**src/design/cdr_params.svh**
```systemverilog
`ifndef CDR_PARAMS_SVH
`define CDR_PARAMS_SVH

// Register byte offsets
`define CDR_OFF_CTRL 8'h00
`define CDR_OFF_THRESH 8'h04
`define CDR_OFF_STATUS 8'h08
`define CDR_OFF_IRQ_STAT 8'h0C
`define CDR_OFF_IRQ_MASK 8'h10
`define CDR_OFF_MEAS 8'h14

// Control register fields
`define CDR_CTRL_MANUAL 0
`define CDR_CTRL_PIPE 1
`define CDR_CTRL_CODEC 2
`define CDR_CTRL_PLL_SEL 3
`define CDR_CTRL_SOFT_RST 4
`define CDR_CTRL_W 5
`define CDR_CTRL_RST 5'h04

// Status register fields
`define CDR_STAT_DATA_LOCKED 0
`define CDR_STAT_FREQ_LOCKED 1
`define CDR_STAT_SIG_PRESENT 2
`define CDR_STAT_IN_THRESH 3
`define CDR_STAT_MEAS_VALID 4

// Interrupt event bits
`define CDR_IRQ_LOCK_GAIN 0
`define CDR_IRQ_LOCK_LOSS 1
`define CDR_IRQ_SIG_GAIN 2
`define CDR_IRQ_SIG_LOSS 3
`define CDR_IRQ_W 4

// Frequency comparison
`define CDR_CNT_W 16
`define CDR_WIN 16'h0400
`define CDR_THRESH_RST 16'h0002

`define CDR_RESP_OKAY 2'h0
`define CDR_RESP_SLVERR 2'h2

`endif

```
**src/design/cdr_pkg.sv**
```systemverilog
package cdr_pkg;

  typedef enum logic [0:0]
  {
    cdr_ref_locked_state = 1'h0,
    cdr_data_locked_state = 1'h1
  } cdr_state_t;

endpackage : cdr_pkg

```
**src/design/cdr_ppm_meter.sv**
```systemverilog
`timescale 1ns/10ps
`include "cdr_params.svh"

// Counts recovered-clock edges over a window of reference edges
module cdr_ppm_meter
(
  input wire logic aclk,
  input wire logic aresetn,
  input wire logic clear,
  input wire logic ref_edge,
  input wire logic rec_edge,
  input wire logic [`CDR_CNT_W-1:0] thresh,
  output logic in_thresh,
  output logic meas_valid,
  output logic [`CDR_CNT_W-1:0] diff
);

  logic [`CDR_CNT_W-1:0] win_cnt_q;
  logic [`CDR_CNT_W-1:0] rec_cnt_q;
  logic [`CDR_CNT_W-1:0] rec_total;
  logic [`CDR_CNT_W-1:0] diff_now;
  logic win_end;
  logic rec_full;

  assign win_end = ref_edge && (win_cnt_q == `CDR_WIN - 16'h0001);
  assign rec_full = &rec_cnt_q;
  assign rec_total = (rec_edge && !rec_full) ? rec_cnt_q + 16'h0001 : rec_cnt_q;
  assign diff_now = (rec_total >= `CDR_WIN) ? rec_total - `CDR_WIN : `CDR_WIN - rec_total;

  always_ff @(posedge aclk)
  begin
    if (!aresetn || clear)
    begin
      win_cnt_q <= '0;
      rec_cnt_q <= '0;
    end
    else if (win_end)
    begin
      win_cnt_q <= '0;
      rec_cnt_q <= '0;
    end
    else
    begin
      win_cnt_q <= ref_edge ? win_cnt_q + 16'h0001 : win_cnt_q;
      rec_cnt_q <= rec_total;
    end
  end

  // Nothing counts as in range until a full window has been seen
  always_ff @(posedge aclk)
  begin
    if (!aresetn || clear)
    begin
      in_thresh <= 1'b0;
      meas_valid <= 1'b0;
      diff <= '0;
    end
    else if (win_end)
    begin
      in_thresh <= (diff_now <= thresh);
      meas_valid <= 1'b1;
      diff <= diff_now;
    end
  end

endmodule : cdr_ppm_meter

```
**src/design/cdr_lock_ctrl.sv**
```systemverilog
// The AXI4-Lite interface to the registers and the placing of the registers were chosen for this implementation.
`timescale 1ns/10ps
`include "cdr_params.svh"

module cdr_lock_ctrl
(
  input wire logic aclk,
  input wire logic aresetn,
  input wire logic rec_clk,
  input wire logic pll0_clk,
  input wire logic pll1_clk,
  input wire logic sig_above_hi,
  input wire logic sig_above_lo,
  input wire logic lock_to_ref,
  input wire logic lock_to_data,
  output logic pd_enable,
  output logic freq_locked,
  output logic sig_present,
  output logic irq,
  input wire logic [7:0] s_axi_awaddr,
  input wire logic [2:0] s_axi_awprot,
  input wire logic s_axi_awvalid,
  output logic s_axi_awready,
  input wire logic [31:0] s_axi_wdata,
  input wire logic [3:0] s_axi_wstrb,
  input wire logic s_axi_wvalid,
  output logic s_axi_wready,
  output logic [1:0] s_axi_bresp,
  output logic s_axi_bvalid,
  input wire logic s_axi_bready,
  input wire logic [7:0] s_axi_araddr,
  input wire logic [2:0] s_axi_arprot,
  input wire logic s_axi_arvalid,
  output logic s_axi_arready,
  output logic [31:0] s_axi_rdata,
  output logic [1:0] s_axi_rresp,
  output logic s_axi_rvalid,
  input wire logic s_axi_rready
);

  function automatic logic [31:0] merge_bytes
  (
    input logic [31:0] old_val,
    input logic [31:0] new_val,
    input logic [3:0] strb
  );
    logic [31:0] res;
    res = old_val;
    for (int i = 0; i < 4; i++)
    begin
      if (strb[i])
      begin
        res[i*8 +: 8] = new_val[i*8 +: 8];
      end
    end
    return res;
  endfunction : merge_bytes

  // Input synchronisers; stage 1 feeds only stage 2
  logic [6:0] sync1_q;
  logic [6:0] sync2_q;
  logic rec_s3_q;
  logic ref_s3_q;

  // Register file
  logic [`CDR_CTRL_W-1:0] ctrl_q;
  logic [`CDR_CNT_W-1:0] thresh_q;
  logic [`CDR_IRQ_W-1:0] irq_stat_q;
  logic [`CDR_IRQ_W-1:0] irq_mask_q;

  // Lock state
  cdr_pkg::cdr_state_t state_q;
  cdr_pkg::cdr_state_t state_d;
  logic sig_det_q;
  logic sig_det_d;

  // Bus slave state
  logic aw_full_q;
  logic w_full_q;
  logic [7:0] aw_addr_q;
  logic [31:0] w_data_q;
  logic [3:0] w_strb_q;

  // Synchronised view of the pins
  wire rec_s2 = sync2_q[0];
  wire pll0_s2 = sync2_q[1];
  wire pll1_s2 = sync2_q[2];
  wire hi_s2 = sync2_q[3];
  wire lo_s2 = sync2_q[4];
  wire force_ref_s2 = sync2_q[5];
  wire force_data_s2 = sync2_q[6];

  wire manual_en = ctrl_q[`CDR_CTRL_MANUAL];
  wire pipe_mode = ctrl_q[`CDR_CTRL_PIPE];
  wire codec_en = ctrl_q[`CDR_CTRL_CODEC];
  wire pll_sel = ctrl_q[`CDR_CTRL_PLL_SEL];
  wire soft_rst = ctrl_q[`CDR_CTRL_SOFT_RST];

  always_ff @(posedge aclk)
  begin
    if (!aresetn)
    begin
      sync1_q <= '0;
      sync2_q <= '0;
    end
    else
    begin
      sync1_q <= {lock_to_data, lock_to_ref, sig_above_lo, sig_above_hi,
                  pll1_clk, pll0_clk, rec_clk};
      sync2_q <= sync1_q;
    end
  end

  // Reference source selected among the two PLL clocks
  wire ref_s2 = pll_sel ? pll1_s2 : pll0_s2;

  always_ff @(posedge aclk)
  begin
    if (!aresetn)
    begin
      rec_s3_q <= 1'b0;
      ref_s3_q <= 1'b0;
    end
    else
    begin
      rec_s3_q <= rec_s2;
      ref_s3_q <= ref_s2;
    end
  end

  wire rec_edge = rec_s2 && !rec_s3_q;
  wire ref_edge = ref_s2 && !ref_s3_q;

  // Switching the PLL mid-window would mix two references
  logic pll_sel_q;
  always_ff @(posedge aclk)
  begin
    if (!aresetn)
    begin
      pll_sel_q <= 1'b0;
    end
    else
    begin
      pll_sel_q <= pll_sel;
    end
  end

  wire meas_clear = soft_rst || (pll_sel != pll_sel_q);

  logic in_thresh;
  logic meas_valid;
  logic [`CDR_CNT_W-1:0] meas_diff;

  // One meter per channel instance, nothing shared
  cdr_ppm_meter u_meter
  (
    .aclk(aclk),
    .aresetn(aresetn),
    .clear(meas_clear),
    .ref_edge(ref_edge),
    .rec_edge(rec_edge),
    .thresh(thresh_q),
    .in_thresh(in_thresh),
    .meas_valid(meas_valid),
    .diff(meas_diff)
  );

  // Signal presence with two comparator levels
  always_comb
  begin
    if (!codec_en)
    begin
      sig_det_d = 1'b1;
    end
    else if (hi_s2)
    begin
      sig_det_d = 1'b1;
    end
    else if (!lo_s2)
    begin
      sig_det_d = 1'b0;
    end
    else
    begin
      sig_det_d = sig_det_q;
    end
  end

  // Signal presence gates automatic moves only in PIPE mode
  wire sig_ok = !pipe_mode || sig_det_q;
  wire auto_up = in_thresh && sig_ok;
  wire auto_down = !in_thresh || !sig_ok;
  wire manual_ref = manual_en && force_ref_s2;
  wire manual_data = manual_en && force_data_s2 && !force_ref_s2;

  always_comb
  begin
    state_d = state_q;
    if (soft_rst)
    begin
      state_d = cdr_pkg::cdr_ref_locked_state;
    end
    else if (manual_ref)
    begin
      state_d = cdr_pkg::cdr_ref_locked_state;
    end
    else if (manual_data)
    begin
      state_d = cdr_pkg::cdr_data_locked_state;
    end
    else
    begin
      // Automatic when manual is off or neither input is set
      case (state_q)
        cdr_pkg::cdr_ref_locked_state:
        begin
          if (auto_up)
          begin
            state_d = cdr_pkg::cdr_data_locked_state;
          end
        end
        cdr_pkg::cdr_data_locked_state:
        begin
          if (auto_down)
          begin
            state_d = cdr_pkg::cdr_ref_locked_state;
          end
        end
        default:
        begin
          state_d = cdr_pkg::cdr_ref_locked_state;
        end
      endcase
    end
  end

  wire going_data = state_d == cdr_pkg::cdr_data_locked_state;

  always_ff @(posedge aclk)
  begin
    if (!aresetn)
    begin
      state_q <= cdr_pkg::cdr_ref_locked_state;
      pd_enable <= 1'b0;
      freq_locked <= 1'b0;
      sig_det_q <= 1'b1;
      sig_present <= 1'b1;
    end
    else
    begin
      state_q <= state_d;
      pd_enable <= going_data;
      freq_locked <= going_data;
      sig_det_q <= sig_det_d;
      sig_present <= sig_det_d;
    end
  end

  // Events for the interrupt status
  wire lock_gain = (state_q == cdr_pkg::cdr_ref_locked_state) && going_data;
  wire lock_loss = (state_q == cdr_pkg::cdr_data_locked_state) && !going_data;
  wire [`CDR_IRQ_W-1:0] irq_events = {!sig_det_d && sig_det_q, sig_det_d && !sig_det_q,
                                      lock_loss, lock_gain};

  // Write channel
  wire aw_hs = s_axi_awvalid && s_axi_awready;
  wire w_hs = s_axi_wvalid && s_axi_wready;
  wire wr_go = aw_full_q && w_full_q && !s_axi_bvalid;
  wire aw_full_d = (aw_full_q || aw_hs) && !wr_go;
  wire w_full_d = (w_full_q || w_hs) && !wr_go;
  wire bvalid_d = wr_go || (s_axi_bvalid && !s_axi_bready);

  wire wr_ctrl = wr_go && (aw_addr_q == `CDR_OFF_CTRL);
  wire wr_thresh = wr_go && (aw_addr_q == `CDR_OFF_THRESH);
  wire wr_stat = wr_go && (aw_addr_q == `CDR_OFF_IRQ_STAT);
  wire wr_mask = wr_go && (aw_addr_q == `CDR_OFF_IRQ_MASK);
  wire wr_ro = (aw_addr_q == `CDR_OFF_STATUS) || (aw_addr_q == `CDR_OFF_MEAS);
  wire wr_hit = wr_ctrl || wr_thresh || wr_stat || wr_mask || wr_ro;

  wire [31:0] ctrl_new = merge_bytes({27'h0000000, ctrl_q}, w_data_q, w_strb_q);
  wire [31:0] thresh_new = merge_bytes({16'h0000, thresh_q}, w_data_q, w_strb_q);
  wire [31:0] mask_new = merge_bytes({28'h0000000, irq_mask_q}, w_data_q, w_strb_q);
  wire [31:0] clr_bits = merge_bytes(32'h00000000, w_data_q, w_strb_q);

  // A new event wins over a clear in the same cycle
  wire [`CDR_IRQ_W-1:0] stat_kept = wr_stat ? irq_stat_q & ~clr_bits[`CDR_IRQ_W-1:0]
                                            : irq_stat_q;
  wire [`CDR_IRQ_W-1:0] irq_stat_d = stat_kept | irq_events;

  always_ff @(posedge aclk)
  begin
    if (!aresetn)
    begin
      aw_full_q <= 1'b0;
      w_full_q <= 1'b0;
      aw_addr_q <= '0;
      w_data_q <= '0;
      w_strb_q <= '0;
      s_axi_awready <= 1'b0;
      s_axi_wready <= 1'b0;
      s_axi_bvalid <= 1'b0;
      s_axi_bresp <= `CDR_RESP_OKAY;
    end
    else
    begin
      aw_full_q <= aw_full_d;
      w_full_q <= w_full_d;
      s_axi_awready <= !aw_full_d;
      s_axi_wready <= !w_full_d;
      s_axi_bvalid <= bvalid_d;
      if (aw_hs)
      begin
        aw_addr_q <= {s_axi_awaddr[7:2], 2'h0};
      end
      if (w_hs)
      begin
        w_data_q <= s_axi_wdata;
        w_strb_q <= s_axi_wstrb;
      end
      if (wr_go)
      begin
        s_axi_bresp <= wr_hit ? `CDR_RESP_OKAY : `CDR_RESP_SLVERR;
      end
    end
  end

  // Soft reset bit clears itself after one cycle
  always_ff @(posedge aclk)
  begin
    if (!aresetn)
    begin
      ctrl_q <= `CDR_CTRL_RST;
      thresh_q <= `CDR_THRESH_RST;
      irq_mask_q <= '0;
      irq_stat_q <= '0;
      irq <= 1'b0;
    end
    else
    begin
      ctrl_q <= wr_ctrl ? ctrl_new[`CDR_CTRL_W-1:0]
                        : (ctrl_q & ~(5'h01 << `CDR_CTRL_SOFT_RST));
      thresh_q <= wr_thresh ? thresh_new[`CDR_CNT_W-1:0] : thresh_q;
      irq_mask_q <= wr_mask ? mask_new[`CDR_IRQ_W-1:0] : irq_mask_q;
      irq_stat_q <= irq_stat_d;
      irq <= |(irq_stat_d & (wr_mask ? mask_new[`CDR_IRQ_W-1:0] : irq_mask_q));
    end
  end

  // Read channel
  wire rd_go = s_axi_arvalid && s_axi_arready;
  wire rvalid_d = rd_go || (s_axi_rvalid && !s_axi_rready);
  wire [7:0] rd_addr = {s_axi_araddr[7:2], 2'h0};

  wire [31:0] status_word = {27'h0000000, meas_valid, in_thresh, sig_det_q, freq_locked,
                             state_q == cdr_pkg::cdr_data_locked_state};

  logic [31:0] rd_mux;
  logic rd_hit;

  always_comb
  begin
    rd_hit = 1'b1;
    case (rd_addr)
      `CDR_OFF_CTRL: rd_mux = {27'h0000000, ctrl_q};
      `CDR_OFF_THRESH: rd_mux = {16'h0000, thresh_q};
      `CDR_OFF_STATUS: rd_mux = status_word;
      `CDR_OFF_IRQ_STAT: rd_mux = {28'h0000000, irq_stat_q};
      `CDR_OFF_IRQ_MASK: rd_mux = {28'h0000000, irq_mask_q};
      `CDR_OFF_MEAS: rd_mux = {16'h0000, meas_diff};
      default:
      begin
        rd_mux = 32'h00000000;
        rd_hit = 1'b0;
      end
    endcase
  end

  always_ff @(posedge aclk)
  begin
    if (!aresetn)
    begin
      s_axi_arready <= 1'b0;
      s_axi_rvalid <= 1'b0;
      s_axi_rdata <= '0;
      s_axi_rresp <= `CDR_RESP_OKAY;
    end
    else
    begin
      s_axi_arready <= !rvalid_d;
      s_axi_rvalid <= rvalid_d;
      if (rd_go)
      begin
        s_axi_rdata <= rd_mux;
        s_axi_rresp <= rd_hit ? `CDR_RESP_OKAY : `CDR_RESP_SLVERR;
      end
    end
  end

endmodule : cdr_lock_ctrl

```
**config.mk**
```make
export PLATFORM = sky130hd
export DESIGN_NAME = cdr_lock_ctrl
export DESIGN_NICKNAME = d
export VERILOG_FILES = /design/src/design/cdr_pkg.sv /design/src/design/cdr_ppm_meter.sv /design/src/design/cdr_lock_ctrl.sv
export VERILOG_INCLUDE_DIRS = /design/src /design/src/design
export SDC_FILE = /design/constraint.sdc
export NUM_CORES = 1
export LEC_CHECK = 0
export BUFFER_PORTS_ARGS = -buffer_cell sky130_fd_sc_hd__buf_2
export CAP_MARGIN = 20
export CORE_MARGIN = 2
export CORE_UTILIZATION = 30
export DETAILED_ROUTE_END_ITERATION = 12
export PLACE_DENSITY = 0.48
export SLEW_MARGIN = 20
export SYNTH_ARGS = -nofsm -noshare
export SYNTH_HDL_FRONTEND = slang
export SYNTH_SLANG_ARGS = --single-unit
```
**constraint.sdc**
```tcl
create_clock -name aclk -period 3.6 [get_ports aclk]
set_clock_uncertainty 0.15 [all_clocks]
set_input_delay 0.9 -clock aclk [delete_from_list [all_inputs] [get_ports aclk]]
set_output_delay 0.9 -clock aclk [all_outputs]
set_load 0.005 [all_outputs]
```
==> impl_metrics.json, run 1 <==
{
  "drtPass1Iterations": 4,
  "syn_inst": 834,
  "worstSetupPathType": "reg -> reg",
  "cts_tree": "yes",
  "antenna_found_initial": 0,
  "p_leak_nw": 3.56,
  "clock-sinks": 148,
  "max_freq_mhz": 281,
  "dp.final_hpwl_mm": 13.3,
  "dieWidth_microns": 157,
  "synth.area.mux_share": 0.0442,
  "port-buffer-count": 70,
  "overflow": 0,
  "clock-root-buffer": "clkbuf_16",
  "worstMarginPinSlew_ns": 0.865,
  "fin_crit_sh": 0.987,
  "cts_hold_buffers": 0,
  "seq_area_sq_um": 2980,
  "final_layout_size_suffix_gt1_frac": 0.256,
  "placed_area_sq_um": 8000,
  "clockBufferDepth": 2,
  "synth-compound-area-share": 0.142,
  "synth_edf_count": 0,
  "ios": 117,
  "wl_per_cell_microns": 14.4,
  "design_area_sq_um": 8940,
  "reg2reg_to": "u_meter.in_thresh",
  "rows": 55,
  "worstSkewPairLatency_ns": 0.43,
  "synthAdderAreaFrac": 0.0339,
  "setup_viol_count_final": 0,
  "worstHoldPathType": "reg -> reg",
  "ys_ff_latch": 148,
  "area_growth_pct": 27.3,
  "nNetsFinal": 1046,
  "r2r-start": "u_meter.rec_cnt_q[0]",
  "hold_depth": 1,
  "rsz0062_at_grt": "true",
  "arrival_ns": 3.76,
  "hold_end": "sync2_q[2]",
  "grt_pass1_vias": 5685,
  "drt_drc_violations_left": 0,
  "ys_types": 67,
  "core_sq_um": 22800,
  "yosys.area_share.simple": 0.253,
  "clkSlewWorstSetupHoldPaths_ns": 0.06,
  "cp-end-kind": "flop",
  "dieArea_sq_um": 24600,
  "dpl.cell_count": 1238,
  "postLayoutCoreUtil": 0.392,
  "grt_use_total": 0.154,
  "outcome": "completed",
  "htree_levels": 4,
  "reg2reg_slack_ns": 0.05,
  "synth_top_family_by_area": "simple AND/OR/NAND/NOR gates",
  "seq_area_frac_synth": 0.422,
  "cp.required_ns": 3.80,
  "avgSynthCellArea_sq_um": 8.42,
  "power_w": 0.00377,
  "worstSetupStartpoint": "u_meter.rec_cnt_q[0]",
  "reg2reg_depth": 16,
  "vias_per_cell": 4.69,
  "ant_nets": 0,
  "synthesis.area_sq_um": 7020,
  "power.density_nw_per_um2": 422,
  "min_from": "sync1_q[2]",
  "n_fill_cell": 2373,
  "instances_no_fill": 1282,
  "synth_xor_area_frac": 0.0435,
  "async_flop_share": 0,
  "fin_setup_tns_ns": 0,
  "multi_input_area_sq_um": 3920,
  "synth_warnings": 0,
  "min_period_ns": 3.55,
  "grt_max_degree": 74,
  "slew_viol_final": 0,
  "gp_congestion": 0.776,
  "numCtsBuffers": 17,
  "via_count": 6012,
  "cp-start-kind": "flop",
  "peakVddDrop_mv": 0.248,
  "maxCapViolCount": 0,
  "wirelength_mm": 18.5,
  "initial_core_util": 0.308,
  "final_hold_viol_count": 0,
  "crit_fanout": 5,
  "grt_pass1_wl_mm": 29.7,
  "max_slew_margin": 0.418,
  "die_h_microns": 157,
  "drtIter0Drc": 361,
  "synthFlopType": "dfxtp_1"
}
[layout make-up]
type,instances,area share
antenna,1,0.000280
clock buffer,20,0.0500
timing repair buffer,149,0.109
clock inverter,12,0.0162
multi-input combinational,618,0.438
tap,313,0.0438
sequential,148,0.334
inverter,21,0.00882
[cell usage in the layout (no fill, tap or decap), drive strengths merged, types with 12 or more instances in the layout]
cell / n
a21oi: 81
a22oi: 16
and2: 28
and3: 20
buf: 149
clkbuf: 20
conb: 18
dfxtp: 148
ha: 19
inv: 26
mux2i: 25
nand2: 107
nand3: 32
nand4: 14
nor2: 106
o21ai: 18
xnor2: 12
xor2: 22
[layer usage]
metal,wire length (microns),track usage,part of all wire,vias up
met3,572,0.0317,0.031,17
met5,0,0,0,-
met4,225,0.0437,0.012,0
met1,9430,0.213,0.51,2810
li1,-,-,-,3085
met2,8240,0.242,0.45,100
[power breakdown]
| group | switching, W | leakage, nW | total, W | internal [W] |
|---|---|---|---|---|
| clock | 0.000745 | 0.284 | 0.00180 | 0.00105 |
| combinational | 0.000154 | 2.07 | 0.000279 | 0.000125 |
| sequential | 0.0000257 | 1.21 | 0.00169 | 0.00167 |
[metrics by stage]
stage	worst slack, ns	hold slack, ns
4_1_cts	0.00246	0.281
6_report	0.0458	0.278
2_1_floorplan	0.00790	0.262
3_5_place_dp	-0.114	0.269
5_1_grt	-0.159	0.295
3_3_place_gp	-0.0536	0.264
[sequential cells by signal (all words and copies together) (netlist names), 2 cells and up]
name / count
ctrl_q: 5
sync2_q: 7
u_meter.win_cnt_q: 16
irq_mask_q: 4
u_meter.rec_cnt_q: 16
w_data_q: 16
u_meter.diff: 16
sync1_q: 7
irq_stat_q: 4
aw_addr_q: 6
thresh_q: 16
s_axi_rdata: 16
w_strb_q: 2
[cells by family after synthesis]
kind of cell	after synthesis
AOI/OAI and AO/OA	156
xor gates and xnor gates	34
adders and majority gates	19
buffers and inverters	85
DFF	148
muxes	29
other	1
and+or+nand+nor	362
[worst max path at each step]
stage / to / slack, ns / depth (start not counted)
finish: u_meter.in_thresh / 0.05 / 16
CTS: u_meter.in_thresh / 0.002 / 16
global placement: u_meter.in_thresh / -0.05 / 17
detailed placement: u_meter.in_thresh / -0.11 / 17
global route: u_meter.in_thresh / -0.16 / 18
floorplan: u_meter.in_thresh / 0.008 / 18
[repair_timing]
item / in CTS / in global routing
setup endpoints to repair: 1 / 1
buffers inserted: 3 / 8
hold endpoints to repair: 0 / 0
resized for setup: 17 / 43
pin swaps: 9 / 20
[worst max-delay path, stage by stage (launching register included)]
cell	delay [ns]
dfxtp_4	0.37
buf_6	0.11
and4_4	0.25
and2_4	0.16
a41oi_4	0.14
nor4_4	0.37
nand3_4	0.16
or3_4	0.39
and2_4	0.18
ha_4	0.21
o21a_1	0.10
o21a_1	0.17
o21ai_1	0.14
nand2b_1	0.08
a21oi_2	0.19
o221ai_2	0.14
a31oi_1	0.17
[synthesized netlist by cell type, drive strengths merged, types with 18 or more instances]
cell,instances,area [sq um]
dfxtp,148,2960
nand2,107,402
nor2,106,398
a21oi,81,413
buf,34,234
nand3,32,165
clkbuf,30,113
and2,28,178
mux2i,25,254
xor2,22,193
inv,21,78.8
and3,20,135
ha,19,238
o21ai,18,90.1
(Power assumes the default switching activity.)
==> run 2, diff against run 1 <==
--- a/config.mk
+++ b/config.mk
@@ -8,7 +8,7 @@
 export LEC_CHECK = 0
 export BUFFER_PORTS_ARGS = -buffer_cell sky130_fd_sc_hd__buf_2
 export CAP_MARGIN = 20
-export CORE_MARGIN = 2
+export CORE_MARGIN = 4
 export CORE_UTILIZATION = 30
 export DETAILED_ROUTE_END_ITERATION = 12
 export PLACE_DENSITY = 0.48
==> impl_metrics.json, run 2 (synthesis results as in run 1) <==
{
  "outcome": "completed",
  "crit_end": "u_meter.in_thresh",
  "nNetsFinal": 1045,
  "arrival_ns": 3.69,
  "cp.required_ns": 3.79,
  "reg2reg_slack_ns": 0.1,
  "maxCapViolCount": 0,
  "dp.final_hpwl_mm": 13.2,
  "fin_crit_sh": 0.972,
  "clock-root-buffer": "clkbuf_16",
  "gp_congestion": 0.804,
  "worstSkewPairLatency_ns": 0.42,
  "dpl.cell_count": 1237,
  "rows": 55,
  "final_cell_mix": "dfxtp_1 (137), nand2_1 (107), nor2_1 (104)",
  "peakVddDrop_mv": 0.268,
  "drtPass1Iterations": 4,
  "layout_commonest_cell": "dfxtp_1",
  "max_slew_margin": 0.378,
  "area_growth_pct": 27.3,
  "antenna_found_initial": 0,
  "slew_viol_final": 0,
  "final_hold_viol_count": 0,
  "power.density_nw_per_um2": 418,
  "clock-sinks": 148,
  "grt_use_total": 0.138,
  "dieArea_sq_um": 25900,
  "ios": 117,
  "reg2reg_to": "u_meter.in_thresh",
  "worst_slack_ns": 0.0991,
  "wl_per_cell_microns": 14.3,
  "max_freq_mhz": 286,
  "wirelength_mm": 18.3,
  "r2r-start": "u_meter.rec_cnt_q[1]",
  "grt_pass1_vias": 5755,
  "dieWidth_microns": 161,
  "drt_drc_violations_left": 0,
  "numCtsBuffers": 17,
  "cts_hold_buffers": 0,
  "p_leak_nw": 3.55,
  "place_worst_setup_slack_ns": -0.0876,
  "min_period_ns": 3.50,
  "htree_levels": 4,
  "grt_pass1_wl_mm": 29.3,
  "worstSetupStartpoint": "u_meter.rec_cnt_q[1]",
  "n_fill_cell": 2395,
  "via_count": 5957,
  "instances_no_fill": 1277,
  "vias_per_cell": 4.66,
  "rsz0062_at_grt": "true",
  "overflow": 0,
  "worstSetupPathType": "reg -> reg",
  "cp-end-kind": "flop",
  "worstHoldPathType": "reg -> reg",
  "port-buffer-count": 70,
  "antenna_cells": 0,
  "clockBufferDepth": 2,
  "clkSlewWorstSetupHoldPaths_ns": 0.06,
  "core_sq_um": 22800,
  "cp-start-kind": "flop",
  "final_layout_size_suffix_gt1_frac": 0.258,
  "die_h_microns": 161,
  "ant_nets": 0,
  "cts_tree": "yes",
  "reg2reg_depth": 14,
  "setup_viol_count_final": 0,
  "initial_core_util": 0.307,
  "worstMarginPinSlew_ns": 0.925,
  "grt_max_degree": 74,
  "drtIter0Drc": 299,
  "crit_fanout": 6
}
run 2: worst max-delay path, stage by stage, from the launching register on:
cell	delay, ns
dfxtp_4	0.37
ha_4	0.16
buf_4	0.16
and3_4	0.17
or3_1	0.36
and3_4	0.22
and3_1	0.18
or3_1	0.34
and2_4	0.19
ha_4	0.26
nand4_1	0.10
nor2_2	0.16
nand3_2	0.10
or3_1	0.35
a31oi_1	0.16
run 2: layout make-up:
class | count | area (sq um) | area share
clock inverters | 11 | 129 | 0.0144
well taps | 313 | 392 | 0.0438
inverters | 21 | 78.8 | 0.00882
flip-flops and latches | 148 | 2990 | 0.334
multi-input cells | 618 | 3950 | 0.441
repair buffers | 148 | 958 | 0.107
clock buffers | 18 | 450 | 0.0504
run 2: worst min-delay path by stage:
| stage | slack [ns] | cells past startpoint | startpoint | to |
|---|---|---|---|---|
| final | 0.28 | 1 | sync1_q[3] | sync2_q[3] |
| after detailed placement | 0.27 | 1 | sync1_q[3] | sync2_q[3] |
| after CTS | 0.29 | 1 | sync1_q[3] | sync2_q[3] |
| after global routing | 0.30 | 1 | sync1_q[6] | sync2_q[6] |
| after global placement | 0.26 | 1 | sync1_q[3] | sync2_q[3] |
| after floorplan | 0.26 | 1 | sync1_q[0] | sync2_q[0] |
run 2: where the power goes:
group          internal, W  switching [W]
sequential         0.00167      0.0000245
combinational     0.000132       0.000153
clock              0.00105       0.000708
total              0.00285       0.000886
run 2: what timing repair did:
action,in CTS,in global routing
pin swaps,11,29
setup endpoints to repair,1,1
resized for setup,17,54
setup buffers,3,8
run 2: stage by stage:
step / util / hold WS (ns) / setup TNS, ns / cell area, sq um / power, W
floorplan: - / 0.262 / 0 / 7100 / 0.00189
detailed placement: 0.350 / 0.271 / -0.0876 / 7990 / 0.00198
global placement: 0.350 / 0.264 / -0.0801 / 7990 / 0.00198
global route: 0.391 / 0.301 / -0.0693 / 8940 / 0.00389
CTS: 0.379 / 0.285 / 0 / 8660 / 0.00376
finish: 0.391 / 0.282 / 0 / 8940 / 0.00374
run 2: layer usage:
metal,vias to the layer above,GRT usage,wire length (microns)
li1,3090,-,-
met1,2762,0.188,8830
met5,-,0,0
met2,98,0.228,8620
met3,7,0.0273,748
met4,0,0.0318,105
==> run 3, diff against run 2 <==
--- a/config.mk
+++ b/config.mk
@@ -11,8 +11,9 @@
 export CORE_MARGIN = 4
 export CORE_UTILIZATION = 30
 export DETAILED_ROUTE_END_ITERATION = 12
-export PLACE_DENSITY = 0.48
+export PLACE_DENSITY = 0.47
 export SLEW_MARGIN = 20
 export SYNTH_ARGS = -nofsm -noshare
 export SYNTH_HDL_FRONTEND = slang
+export SYNTH_HIERARCHICAL = 1
 export SYNTH_SLANG_ARGS = --single-unit
==> impl_metrics.json, run 3 <==
{
  "outcome": "finished, violations left",
  "violations": "negative setup slack",
  "dpl.cell_count": 1254,
  "port-buffer-count": 70,
  "synth_warnings": 6,
  "hold_slack_ns": 0.282,
  "initial_core_util": 0.305,
  "layout_commonest_cell": "dfxtp_1",
  "die_h_microns": 162,
  "drt_drc_violations_left": 0,
  "async_flop_share": 0,
  "final_cell_mix": "dfxtp_1 (141), nand2_1 (100), nor2_1 (97)",
  "dp.final_hpwl_mm": 13.9,
  "rows": 56,
  "antenna_found_initial": 0,
  "max_slew_margin": 0.455,
  "via_count": 6030,
  "r2r-start": "u_meter/rec_cnt_q[1]",
  "htree_levels": 4,
  "ys_ff_latch": 148,
  "cp-end-kind": "flop",
  "nNetsFinal": 1064,
  "seq_area_frac_synth": 0.414,
  "grt_pass1_wl_mm": 30.5,
  "peakVddDrop_mv": 0.223,
  "arrival_ns": 4.35,
  "yosys-top-cells-count": "dfxtp_1 (148), nand2_1 (101), nor2_1 (98)",
  "max_freq_mhz": 240,
  "dieWidth_microns": 162,
  "grt_max_degree": 44,
  "worstHoldPathType": "reg -> reg",
  "vias_per_cell": 4.63,
  "final_layout_size_suffix_gt1_frac": 0.257,
  "synth_top_family_by_area": "simple AND/OR/NAND/NOR gates",
  "synth.area.mux_share": 0.0735,
  "synth_edf_count": 0,
  "clockBufferDepth": 2,
  "worst_slack_ns": -0.560,
  "instances_no_fill": 1302,
  "final_hold_viol_count": 0,
  "p_leak_nw": 3.91,
  "reg2reg_to": "u_meter/in_thresh",
  "slew_viol_final": 0,
  "drtPass1Iterations": 4,
  "worstSetupPathType": "reg -> reg",
  "wirelength_mm": 18.5,
  "yosys.area_share.simple": 0.246,
  "n_fill_cell": 2442,
  "setup_viol_count_final": 2,
  "wl_per_cell_microns": 14.2,
  "avgSynthCellArea_sq_um": 8.71,
  "grt_pass1_vias": 5936,
  "antenna_cells": 0,
  "clock-sinks": 148,
  "ant_nets": 0,
  "dieArea_sq_um": 26400,
  "crit_fanout": 5,
  "worstMarginPinSlew_ns": 0.817,
  "synth_area_leaders": "dfxtp_1 (41%), mux2i_1 (5.5%), nand2_1 (5.3%)",
  "drtIter0Drc": 345,
  "crit_end": "u_meter/in_thresh",
  "cp-start-kind": "flop",
  "cts_hold_buffers": 0,
  "worstSetupStartpoint": "u_meter/rec_cnt_q[1]",
  "power.density_nw_per_um2": 411,
  "clkSlewWorstSetupHoldPaths_ns": 0.06,
  "syn_inst": 821,
  "area_growth_pct": 28.5,
  "synth_top_area_cell": "dfxtp_1",
  "synth_top_area_share": 0.414,
  "cp.required_ns": 3.79,
  "synthesis.area_sq_um": 7150,
  "clock-root-buffer": "clkbuf_16",
  "rsz0062_at_grt": "true",
  "worstSkewPairLatency_ns": 0.43,
  "power_w": 0.00378,
  "synthFlopType": "dfxtp_1",
  "synth_xor_area_frac": 0.0451,
  "reg2reg_depth": 19,
  "gp_congestion": 0.803,
  "overflow": 0,
  "core_sq_um": 23500,
  "synthAdderAreaFrac": 0.0385,
  "synth-compound-area-share": 0.124,
  "fin_crit_sh": 1.16,
  "synth_most_common_cell": "dfxtp_1",
  "reg2reg_slack_ns": -0.56,
  "ys_types": 69,
  "ios": 117,
  "grt_use_total": 0.144,
  "maxCapViolCount": 0,
  "cts_tree": "yes",
  "numCtsBuffers": 17,
  "min_period_ns": 4.16
}
run 3: cell types whose count changed in the layout (fill, tap and decap cells not counted), sizes merged, moves of 9 or more:
cell | before | now
a2bb2oi | 0 | 11
a22oi | 16 | 1
nor3 | 7 | 16
inv | 23 | 33
a21oi | 81 | 53
buf | 148 | 173
mux2i | 25 | 39
run 3: through the flow:
stage                     setup WS [ns]  setup TNS, ns   util  cell area, sq um
after floorplan                  -0.340         -0.340      -              7330
after global placement           -0.593         -0.593  0.359              8420
after detailed placement         -0.632         -0.632  0.359              8420
after CTS                        -0.570         -0.878  0.391              9180
after global routing             -0.808          -1.08  0.392              9200
final                            -0.560         -0.661  0.392              9200
run 3: how the worst min path moves through the flow:
stage	slack, ns	cells past startpoint	startpoint	to
after floorplan	0.26	1	sync1_q[0]	sync2_q[0]
after global placement	0.26	1	sync1_q[4]	sync2_q[4]
after detailed placement	0.27	1	sync1_q[1]	sync2_q[1]
after CTS	0.28	1	sync1_q[1]	sync2_q[1]
after global routing	0.30	1	sync1_q[2]	sync2_q[2]
final	0.28	1	sync1_q[2]	sync2_q[2]
run 3: final cells by class:
type | count | area [sq um] | share of cell area
timing repair buffer | 173 | 1160 | 0.126
tap | 319 | 399 | 0.0434
clock inverter | 14 | 164 | 0.0178
inverter | 26 | 97.6 | 0.0106
sequential | 148 | 2970 | 0.323
clock buffer | 18 | 429 | 0.0467
multi-input combinational | 604 | 3970 | 0.432
run 3: kinds of logic (layout without fill, tap and decap cells):
family,after synthesis,after routing
AND/OR/NAND/NOR,351,351
flip-flops,148,148
AO/OA/AOI/OAI,130,130
buffers and inverters,86,231
multiplexers,47,47
XOR/XNOR,36,36
adder cells (fa/ha/maj),22,22
other,1,18
run 3: report_power, final:
group | switching, W | internal [W] | total, W
Sequential | 0.0000272 | 0.00167 | 0.00170
Combinational | 0.000153 | 0.000135 | 0.000288
Clock | 0.000754 | 0.00104 | 0.00180
run 3: metal layers:
metal	global-route usage	share of wire
met5	0	0
met4	0.0361	0.0080
met3	0.0299	0.036
met2	0.227	0.46
met1	0.203	0.50
run 3: timing repair:
item / in CTS / in global routing
pin swaps: 8 / 10
endpoints found under the setup margin: 1 / 2
buffers inserted: 15 / 4
gates resized for setup: 11 / 4
gates cloned: 0 / 0
run 3: critical path, stage by stage (launching register included):
cell and delay, ns:
dfxtp_2 0.35, ha_4 0.15, nand4_4 0.12, o41ai_4 0.41, mux2i_1 0.30, ha_2 0.22, o211a_1 0.20, o2111ai_4 0.15
nor3b_4 0.37, buf_4 0.19, nor3_2 0.04, xor2_1 0.16, ha_1 0.34, o21a_1 0.11, o21a_1 0.16, o21a_1 0.17
o21a_1 0.16, o21ai_1 0.13, a21oi_1 0.08, o22ai_1 0.13
